===== config.mk =====
export PLATFORM = sky130hd
export DESIGN_NAME = ir_secondary_link_discovery
export DESIGN_NICKNAME = d
export VERILOG_FILES = /design/src/verilog/ir_secondary_link_discovery.v
export VERILOG_INCLUDE_DIRS = /design/src /design/src/verilog
export SDC_FILE = /design/constraint.sdc
export NUM_CORES = 1
export LEC_CHECK = 0
export ABC_AREA = 1
export BUFFER_PORTS_ARGS = -buffer_cell sky130_fd_sc_hd__clkbuf_2
export CORE_ASPECT_RATIO = 0.5
export CORE_MARGIN = 3
export CORE_UTILIZATION = 45
export CTS_CLUSTER_DIAMETER = 120
export DETAILED_ROUTE_END_ITERATION = 12
export GPL_ROUTABILITY_DRIVEN = 0
export GPL_TIMING_DRIVEN = 0
export MAX_ROUTING_LAYER = met4
export PLACE_DENSITY_LB_ADDON = 0.05
export SETUP_SLACK_MARGIN = 0.2
export SYNTH_ARGS = -nofsm -noshare
export SYNTH_HDL_FRONTEND = slang
export SYNTH_SLANG_ARGS = --single-unit

===== constraint.sdc =====
create_clock -name clock -period 6.04 [get_ports clock]
set_clock_uncertainty 0.05 [all_clocks]
set_input_delay 0.302 -clock clock [delete_from_list [all_inputs] [get_ports clock]]
set_output_delay 0.302 -clock clock [all_outputs]
set_load 0.005 [all_outputs]

===== src/verilog/ir_secondary_link_defs.vh =====
`ifndef IR_SECONDARY_LINK_DEFS_VH
`define IR_SECONDARY_LINK_DEFS_VH

// Device clock, link rate and idle timeout
`define CLOCK_HZ          32'h0773_5940
`define LINK_BAUD         32'h0000_2580
`define IDLE_SECONDS      32'h0000_000A
// One link bit time in device clocks, rounded up
`define BIT_CLOCKS        16'h32DD

// Optical receive block
`define RX_BLOCK_BYTES    7'h40
`define RX_MIN_HEADER     7'h02

// Host receive block
`define HOST_BLOCK_BYTES  5'h1D
`define HOST_LAST_IDX     5'h1C
`define HOST_CTS_LEVEL    5'h17

// Frame layout: kind byte, slot or length byte, then body
`define TX_HDR_BYTES      6'h02
`define ID_REPLY_BYTES    6'h0C
`define ACK_BYTES         6'h02
`define SLOT_ZERO         8'h00

// Frame kinds seen on the optical side
`define KIND_DISCOVERY    8'h01
`define KIND_BCAST_ID     8'h02
`define KIND_CONNECT      8'h03
`define KIND_DATA         8'h04
`define KIND_CLOSE        8'h05
`define KIND_ID_REPLY     8'h81
`define KIND_ACK          8'h83

// Fixed identifier, value arbitrary; last two characters are the revision
`define ID_NAME           64'h4952_5345_434C_4E4B
`define ID_REV            16'h4130

`endif


===== src/verilog/ir_secondary_link_discovery.v =====
`timescale 1ns/10ps
`include "ir_secondary_link_defs.vh"

module ir_secondary_link_discovery #(
   parameter [31:0] IDLE_CYCLES = `IDLE_SECONDS * `CLOCK_HZ,
   parameter [15:0] TURN_CYCLES = `BIT_CLOCKS
)(
   input  wire       clock,
   input  wire       rst,
   input  wire       optical_receive_in,
   input  wire       ir_rx_valid,
   input  wire [7:0] ir_rx_data,
   input  wire       ir_rx_end,
   input  wire       ir_rx_busy,
   input  wire       ir_tx_ready,
   output reg        ir_tx_valid,
   output reg  [7:0] ir_tx_data,
   output reg        ir_tx_last,
   input  wire       host_rx_valid,
   input  wire [7:0] host_rx_data,
   output reg        host_cts_out,
   output reg        protocol_active_out,
   output reg        protocol_active_oe,
   output reg        osc_enable_out,
   output reg        connected_data_state,
   output reg        rx_overflow
);

   localparam [2:0] ST_POLL  = 3'b000;
   localparam [2:0] ST_TURN  = 3'b001;
   localparam [2:0] ST_SEND  = 3'b010;
   localparam [2:0] ST_CONN  = 3'b011;
   localparam [2:0] ST_SLEEP = 3'b100;

   reg  [2:0]  state;
   reg         opt_meta;
   reg         opt_sync;
   reg         opt_prev;
   reg  [7:0]  rx_mem [0:63];
   reg  [6:0]  rx_len;
   reg  [7:0]  host_buf [0:28];
   reg  [4:0]  wr_ptr;
   reg  [4:0]  rd_ptr;
   reg  [4:0]  host_count;
   reg  [31:0] idle_cnt;
   reg  [15:0] turn_cnt;
   reg  [7:0]  reply_kind;
   reg  [7:0]  tx_kind;
   reg  [5:0]  tx_idx;
   reg  [5:0]  tx_len;
   reg  [7:0]  tx_count;
   reg         pending_close;

   wire        rx_activity;
   wire        link_busy;
   wire        tx_fire;
   wire        tx_host_byte;
   wire        tx_is_last;
   wire        push;
   wire        pop;
   wire [4:0]  next_rd;
   wire [4:0]  next_wr;
   wire [5:0]  next_idx;
   wire [7:0]  frame_kind;
   wire [7:0]  frame_slot;
   wire        frame_ok;
   wire        idle_done;

   function [7:0] id_char;
      input [5:0] k;
      reg   [79:0] s;
      begin
         s = {`ID_NAME, `ID_REV};
         id_char = s[79 - 8 * k -: 8];
      end
   endfunction

   // Byte k of an outgoing frame
   function [7:0] tx_byte;
      input [7:0] kind;
      input [5:0] k;
      input [7:0] cnt;
      input [7:0] hbyte;
      begin
         if (k == 6'h00) begin
            tx_byte = kind;
         end else if (k == 6'h01) begin
            tx_byte = (kind == `KIND_DATA) ? cnt : `SLOT_ZERO;
         end else if (kind == `KIND_ID_REPLY) begin
            tx_byte = id_char(k - `TX_HDR_BYTES);
         end else begin
            tx_byte = hbyte;
         end
      end
   endfunction

   // Receive pulses on the optical line are low-going
   assign rx_activity  = ir_rx_valid | (opt_sync ^ opt_prev);
   assign link_busy    = ir_rx_busy | ~opt_sync | ir_rx_valid;
   assign tx_fire      = ir_tx_valid & ir_tx_ready;
   assign tx_host_byte = (tx_kind == `KIND_DATA) && (tx_idx >= `TX_HDR_BYTES);
   assign tx_is_last   = (tx_idx == tx_len - 6'h01);
   assign next_idx     = tx_idx + 6'h01;
   assign next_rd      = (rd_ptr == `HOST_LAST_IDX) ? 5'h00 : rd_ptr + 5'h01;
   assign next_wr      = (wr_ptr == `HOST_LAST_IDX) ? 5'h00 : wr_ptr + 5'h01;
   // Disconnected host bytes are dropped and never reach the link
   assign push = host_rx_valid && connected_data_state
                 && (host_count != `HOST_BLOCK_BYTES)
                 && (state != ST_SLEEP);
   assign pop        = tx_fire && tx_host_byte;
   assign frame_kind = rx_mem[0];
   assign frame_slot = rx_mem[1];
   // Runts below the header are dropped; the primary sends 6 or more
   assign frame_ok   = ir_rx_end && (rx_len >= `RX_MIN_HEADER);
   assign idle_done  = (idle_cnt >= IDLE_CYCLES - 32'h0000_0001);

   always @(posedge clock) begin
      if (rst) begin
         opt_meta <= 1'b1;
         opt_sync <= 1'b1;
         opt_prev <= 1'b1;
      end else begin
         opt_meta <= optical_receive_in;
         opt_sync <= opt_meta;
         opt_prev <= opt_sync;
      end
   end

   // Optical receive block; bytes past the block are lost and flagged
   always @(posedge clock) begin
      if (rst) begin
         rx_len      <= 7'h00;
         rx_overflow <= 1'b0;
      end else if (ir_rx_end || state == ST_SEND || state == ST_SLEEP) begin
         rx_len <= 7'h00;
      end else if (ir_rx_valid) begin
         if (rx_len != `RX_BLOCK_BYTES) begin
            rx_mem[rx_len[5:0]] <= ir_rx_data;
            rx_len              <= rx_len + 7'h01;
         end else begin
            rx_overflow <= 1'b1;
         end
      end
   end

   // Host block as a ring so pushes and pops can overlap
   always @(posedge clock) begin
      if (rst) begin
         wr_ptr     <= 5'h00;
         rd_ptr     <= 5'h00;
         host_count <= 5'h00;
      end else begin
         if (push) begin
            host_buf[wr_ptr] <= host_rx_data;
            wr_ptr           <= next_wr;
         end
         if (pop) begin
            rd_ptr <= next_rd;
         end
         if (push && !pop) begin
            host_count <= host_count + 5'h01;
         end else if (pop && !push) begin
            host_count <= host_count - 5'h01;
         end
      end
   end

   // Stop state is high; host overshoot up to the full block is absorbed
   always @(posedge clock) begin
      if (rst) begin
         host_cts_out <= 1'b1;
      end else begin
         host_cts_out <= !connected_data_state
                         || (host_count >= `HOST_CTS_LEVEL);
      end
   end

   always @(posedge clock) begin
      if (rst) begin
         idle_cnt <= 32'h0000_0000;
      end else if (rx_activity || state == ST_SLEEP) begin
         idle_cnt <= 32'h0000_0000;
      end else if (!idle_done) begin
         idle_cnt <= idle_cnt + 32'h0000_0001;
      end
   end

   // Turnaround gap restarts on every sign of incoming traffic
   always @(posedge clock) begin
      if (rst) begin
         turn_cnt <= 16'h0000;
      end else if (link_busy) begin
         turn_cnt <= 16'h0000;
      end else if (turn_cnt != TURN_CYCLES) begin
         turn_cnt <= turn_cnt + 16'h0001;
      end
   end

   always @(posedge clock) begin
      if (rst) begin
         state                <= ST_POLL;
         connected_data_state <= 1'b0;
         pending_close        <= 1'b0;
         reply_kind           <= `KIND_ACK;
         tx_kind              <= `KIND_ACK;
         tx_idx               <= 6'h00;
         tx_len               <= `ACK_BYTES;
         tx_count             <= 8'h00;
         ir_tx_valid          <= 1'b0;
         ir_tx_data           <= 8'h00;
         ir_tx_last           <= 1'b0;
         protocol_active_out  <= 1'b0;
         protocol_active_oe   <= 1'b0;
         osc_enable_out       <= 1'b1;
      end else begin
         case (state)
            // Only reacts to the primary's frames, never polls itself
            ST_POLL: begin
               if (frame_ok && frame_kind == `KIND_DISCOVERY
                   && frame_slot == `SLOT_ZERO) begin
                  reply_kind <= `KIND_ID_REPLY;
                  state      <= ST_TURN;
               end else if (frame_ok && frame_kind == `KIND_CONNECT) begin
                  reply_kind           <= `KIND_ACK;
                  connected_data_state <= 1'b1;
                  state                <= ST_TURN;
               end else if (idle_done && !rx_activity) begin
                  // Later slots and the closing broadcast stay unanswered
                  osc_enable_out     <= 1'b0;
                  protocol_active_oe <= 1'b1;
                  state              <= ST_SLEEP;
               end
            end
            ST_CONN: begin
               if (frame_ok) begin
                  // Every poll gets a frame, even with nothing queued
                  if (frame_kind == `KIND_CLOSE) begin
                     reply_kind    <= `KIND_ACK;
                     pending_close <= 1'b1;
                  end else begin
                     reply_kind <= `KIND_DATA;
                  end
                  state <= ST_TURN;
               end else if (idle_done && !rx_activity) begin
                  connected_data_state <= 1'b0;
                  state                <= ST_POLL;
               end
            end
            ST_TURN: begin
               if (!link_busy && turn_cnt == TURN_CYCLES) begin
                  tx_kind     <= reply_kind;
                  tx_idx      <= 6'h00;
                  tx_count    <= {3'b000, host_count};
                  ir_tx_valid <= 1'b1;
                  ir_tx_last  <= 1'b0;
                  ir_tx_data  <= tx_byte(reply_kind, 6'h00, 8'h00, 8'h00);
                  state       <= ST_SEND;
                  if (reply_kind == `KIND_ID_REPLY) begin
                     tx_len <= `ID_REPLY_BYTES;
                  end else if (reply_kind == `KIND_DATA) begin
                     tx_len <= `TX_HDR_BYTES + {1'b0, host_count};
                  end else begin
                     tx_len <= `ACK_BYTES;
                  end
               end
            end
            ST_SEND: begin
               if (tx_fire) begin
                  if (tx_is_last) begin
                     ir_tx_valid <= 1'b0;
                     ir_tx_last  <= 1'b0;
                     if (pending_close || !connected_data_state) begin
                        pending_close        <= 1'b0;
                        connected_data_state <= 1'b0;
                        state                <= ST_POLL;
                     end else begin
                        state <= ST_CONN;
                     end
                  end else begin
                     tx_idx     <= next_idx;
                     ir_tx_last <= (next_idx == tx_len - 6'h01);
                     ir_tx_data <= tx_byte(tx_kind, next_idx, tx_count,
                        tx_host_byte ? host_buf[next_rd] : host_buf[rd_ptr]);
                  end
               end
            end
            ST_SLEEP: begin
               // Any optical edge brings the handler back
               if (rx_activity) begin
                  osc_enable_out     <= 1'b1;
                  protocol_active_oe <= 1'b0;
                  state              <= ST_POLL;
               end
            end
            default: begin
               state <= ST_POLL;
            end
         endcase
      end
   end

endmodule


==> impl_metrics.env <==
export IMPL_status="finished with violations"
export IMPL_violations="capacitance limit"
export IMPL_regArea_um2=9850
export IMPL_maxUsedRoutingLayer="met4"
export IMPL_crit_chain="buf_4, inv_1, ha_1, nor4_1, nand3_1, nand2_2, clkinv_1, nand2_1, buf_2, ha_1, inv_1, fa_1, a21o_1, a21oi_1, nor2_1, nor2_1, nand2_1, o21ai_0, a21oi_1"
export IMPL_drv_cap=1
export IMPL_cts_root_buf="clkbuf_16"
export IMPL_ys_seq_area_share_pct=50.4
export IMPL_clock_sinks=368
export IMPL_reg2reg_to="host_count[4]"
export IMPL_drtIter0Drc=2289
export IMPL_via_per_inst=5.78
export IMPL_dp_cells=3008
export IMPL_cp_end_kind="register"
export IMPL_criticalPathCategory="reg -> reg"
export IMPL_hold_end="rx_overflow"
export IMPL_avgSynthCellArea_um2=8.20
export IMPL_clkTransAtPathRegs_ns=0.07
export IMPL_core_area_um2=42400
export IMPL_min_path_cells=3
export IMPL_netlist_area_um2=19600
export IMPL_ys_flop_type="edfxtp_1"
export IMPL_timing_final_crit_share_pct=70.0
export IMPL_htree_levels=2
export IMPL_p_total_mw=5.17
export IMPL_multi_input_area_um2=8240
export IMPL_start_kind="register"
export IMPL_hp_class="in -> reg"
export IMPL_drive_gt1_share_pct=8.55
export IMPL_finalCriticalPeriod_ns=4.23
export IMPL_leakage_nw=8.29
export IMPL_grt_usage_pct=29.7
export IMPL_grt_pass1_wl_mm=101
export IMPL_synth_top_cell_area_share_pct=38.1
export IMPL_met3_length_mm=7.40
export IMPL_crit_fanout=10
export IMPL_syn_inst=2384
export IMPL_synth_common_cells="nand2_1 (554), nand3_1 (364), edfxtp_1 (248)"
export IMPL_post_cts_resized=0
export IMPL_die_height_um=153
export IMPL_reg2reg_from="tx_idx[0]"
export IMPL_ir_drop_v=0.000218
export IMPL_max_stage_delay_ns=0.46
export IMPL_met1Wirelength_mm=28.8
export IMPL_grt_pass1_vias=16800
export IMPL_yosysUniqueCellTypes=52
export IMPL_wl_per_cell_um=22.1
export IMPL_wl_mm=68.0
export IMPL_cts_buffer_depth=3
export IMPL_slew_violations=0
export IMPL_yosysTopAreaCell="edfxtp_1"
export IMPL_dr_pass1_iters=6
export IMPL_setup_viol=0
export IMPL_via_count=17800
export IMPL_rsz0062_at_grt="no"
export IMPL_path_delay_family="buffers and inverters"
export IMPL_grt_max_degree=30
export IMPL_worstHoldStart="ir_rx_valid"
export IMPL_grt_overflow_total=0
export IMPL_met2_length_mm=29.5
export IMPL_start_util_pct=46.1
export IMPL_die_w_um=301
export IMPL_slew_headroom_pct=0.352
export IMPL_nets=2529
export IMPL_antenna_found_initial=1
export IMPL_pwr_density_cell_nw_per_um2=236
export IMPL_drc=0
export IMPL_hold_viol_final=0
export IMPL_r2r_cells=19
export IMPL_cts_hold_buf=9
export IMPL_cp_required_ns=6.40
export IMPL_synthTopCellsByArea="edfxtp_1 (38%), dfxtp_1 (12%), nand2_1 (11%)"
export IMPL_synth_edf_count=248
export IMPL_io_pins=40
export IMPL_fmax_ghz=0.237
export IMPL_critPathArrivalTime_ns=4.59
export IMPL_syn2layout_area_growth_pct=12.1
export IMPL_tightest_slew_ns=1.49
export IMPL_tns_ns=0
export IMPL_tritoncts="done"
export IMPL_ys_warn_count=0
export IMPL_syn_nets=2434
export IMPL_cts_setup_buffers=0
export IMPL_cts_buffers=37
export IMPL_ys_ff_latch=368
export IMPL_cp_slowest_cell="clkinv_1"
export IMPL_reg2reg_setup_slack_ns=1.81
export IMPL_hpwl_mm=47.8
export IMPL_worst_skew_pair_late_latency_ns=0.54
export IMPL_fillers=4147
export IMPL_yosysMostFrequentCell="nand2_1"
export IMPL_stdcell_count=3081
export IMPL_num_rows=53
export IMPL_antenna_left=0
export IMPL_dieArea_um2=46200
export IMPL_port_buffers=37
export IMPL_async_flop_share_pct=0
export IMPL_critical_path_buf_inv_count=5
[where the power goes]
part           switching (mW)  internal (mW)
combinational          0.0586         0.0171
clock                    1.01           1.40
sequential            0.00225           2.69
[area by class of cell]
cell class	count	area share [%]
clock inverter	20	1.09
clock buffer	43	4.42
timing repair buffer	56	1.77
multi-input combinational	1655	37.6
buffer	125	2.91
inverter	236	4.06
antenna	1	0.0114
sequential	368	44.9
tap	577	3.29
[flip-flops by register name, summed over array words and instances, names as in the netlist, 3 cells and up, named ones only]
name / count
turn_cnt: 16
host_buf: 232
host_count: 5
tx_count: 5
tx_len: 6
rd_ptr: 5
tx_idx: 6
rx_mem: 16
ir_tx_data: 8
state: 3
reply_kind: 3
rx_len: 7
idle_cnt: 32
tx_kind: 3
wr_ptr: 5
[layer usage]
layer | track usage [%] | vias up
li1 | - | 8329
met5 | - | -
met2 | 44.6 | 921
met4 | 10.2 | 0
met3 | 7.21 | 179
met1 | 39.3 | 8376
[worst max-delay path by stage]
| stage | slack [ns] | from | to | cells after the start |
|---|---|---|---|---|
| after CTS | 2.00 | tx_idx[0] | host_count[4] | 19 |
| after floorplan | 2.89 | tx_idx[0] | host_count[4] | 19 |
| after global placement | 2.07 | tx_idx[0] | host_count[4] | 19 |
| after global routing | 1.57 | tx_idx[0] | host_count[4] | 19 |
| final | 1.81 | tx_idx[0] | host_count[4] | 19 |
| after detailed placement | 2.03 | tx_idx[0] | host_count[4] | 19 |
[through the flow]
stage          utilization, %  setup WS (ns)  cell area [um2]  hold slack (ns)
2_1_floorplan               -           2.89            19600            0.339
3_3_place_gp             48.2           2.07            20500            0.344
3_5_place_dp             48.6           2.03            20600            0.351
4_1_cts                  51.7           2.00            21900           0.0346
5_1_grt                  51.7           1.57            21900           0.0695
6_report                 51.7           1.81            21900           0.0607
[kinds of logic (layout without fill, tap and decap cells)]
kind of cell,count (synthesis),after routing,share of synthesized area (%)
other,1,2,0.0192
flip-flops,368,368,50.4
AND/OR/NAND/NOR,1216,1216,27.8
AO/OA/AOI/OAI,373,373,10.6
buffers and inverters,361,480,7.81
XOR/XNOR,39,39,1.75
adder cells (fa/ha/maj),26,26,1.70
[worst reg2reg max path, stage by stage, from the launching register on]
cell and delay [ns]:
dfxtp_1 0.37, buf_4 0.20, inv_1 0.15, ha_1 0.23
nor4_1 0.16, nand3_1 0.15, nand2_2 0.28, clkinv_1 0.47
nand2_1 0.23, buf_2 0.29, ha_1 0.27, inv_1 0.12
fa_1 0.41, a21o_1 0.17, a21oi_1 0.15, nor2_1 0.06
nor2_1 0.08, nand2_1 0.07, o21ai_0 0.15, a21oi_1 0.05
[layout by cell type (no fill, tap or decap), types with 4 or more instances in the layout]
| cell | n |
|---|---|
| nor3_1 | 54 |
| nand4_1 | 28 |
| dlygate4sd3_1 | 9 |
| xor2_1 | 31 |
| clkbuf_16 | 37 |
| buf_6 | 20 |
| clkbuf_2 | 37 |
| buf_2 | 41 |
| inv_2 | 10 |
| nor3_2 | 11 |
| dfxtp_1 | 120 |
| a211oi_1 | 6 |
| nand2_1 | 554 |
| bufinv_16 | 6 |
| or2_2 | 4 |
| xnor2_1 | 8 |
| clkinv_2 | 6 |
| o21ai_0 | 132 |
| nand3b_1 | 12 |
| clkinv_1 | 13 |
| nor4_1 | 10 |
| nand3_2 | 4 |
| buf_1 | 13 |
| nor2_1 | 142 |
| nor3b_1 | 6 |
| o211ai_1 | 43 |
| nand3_1 | 364 |
| buf_4 | 7 |
| o221ai_1 | 4 |
| nand2_2 | 10 |
| a21oi_1 | 167 |
| clkbuf_1 | 57 |
| a211oi_2 | 4 |
| o31ai_1 | 4 |
| ha_1 | 25 |
| inv_1 | 220 |
| edfxtp_1 | 248 |
No activity file was read; power rests on OpenSTA's default activity.
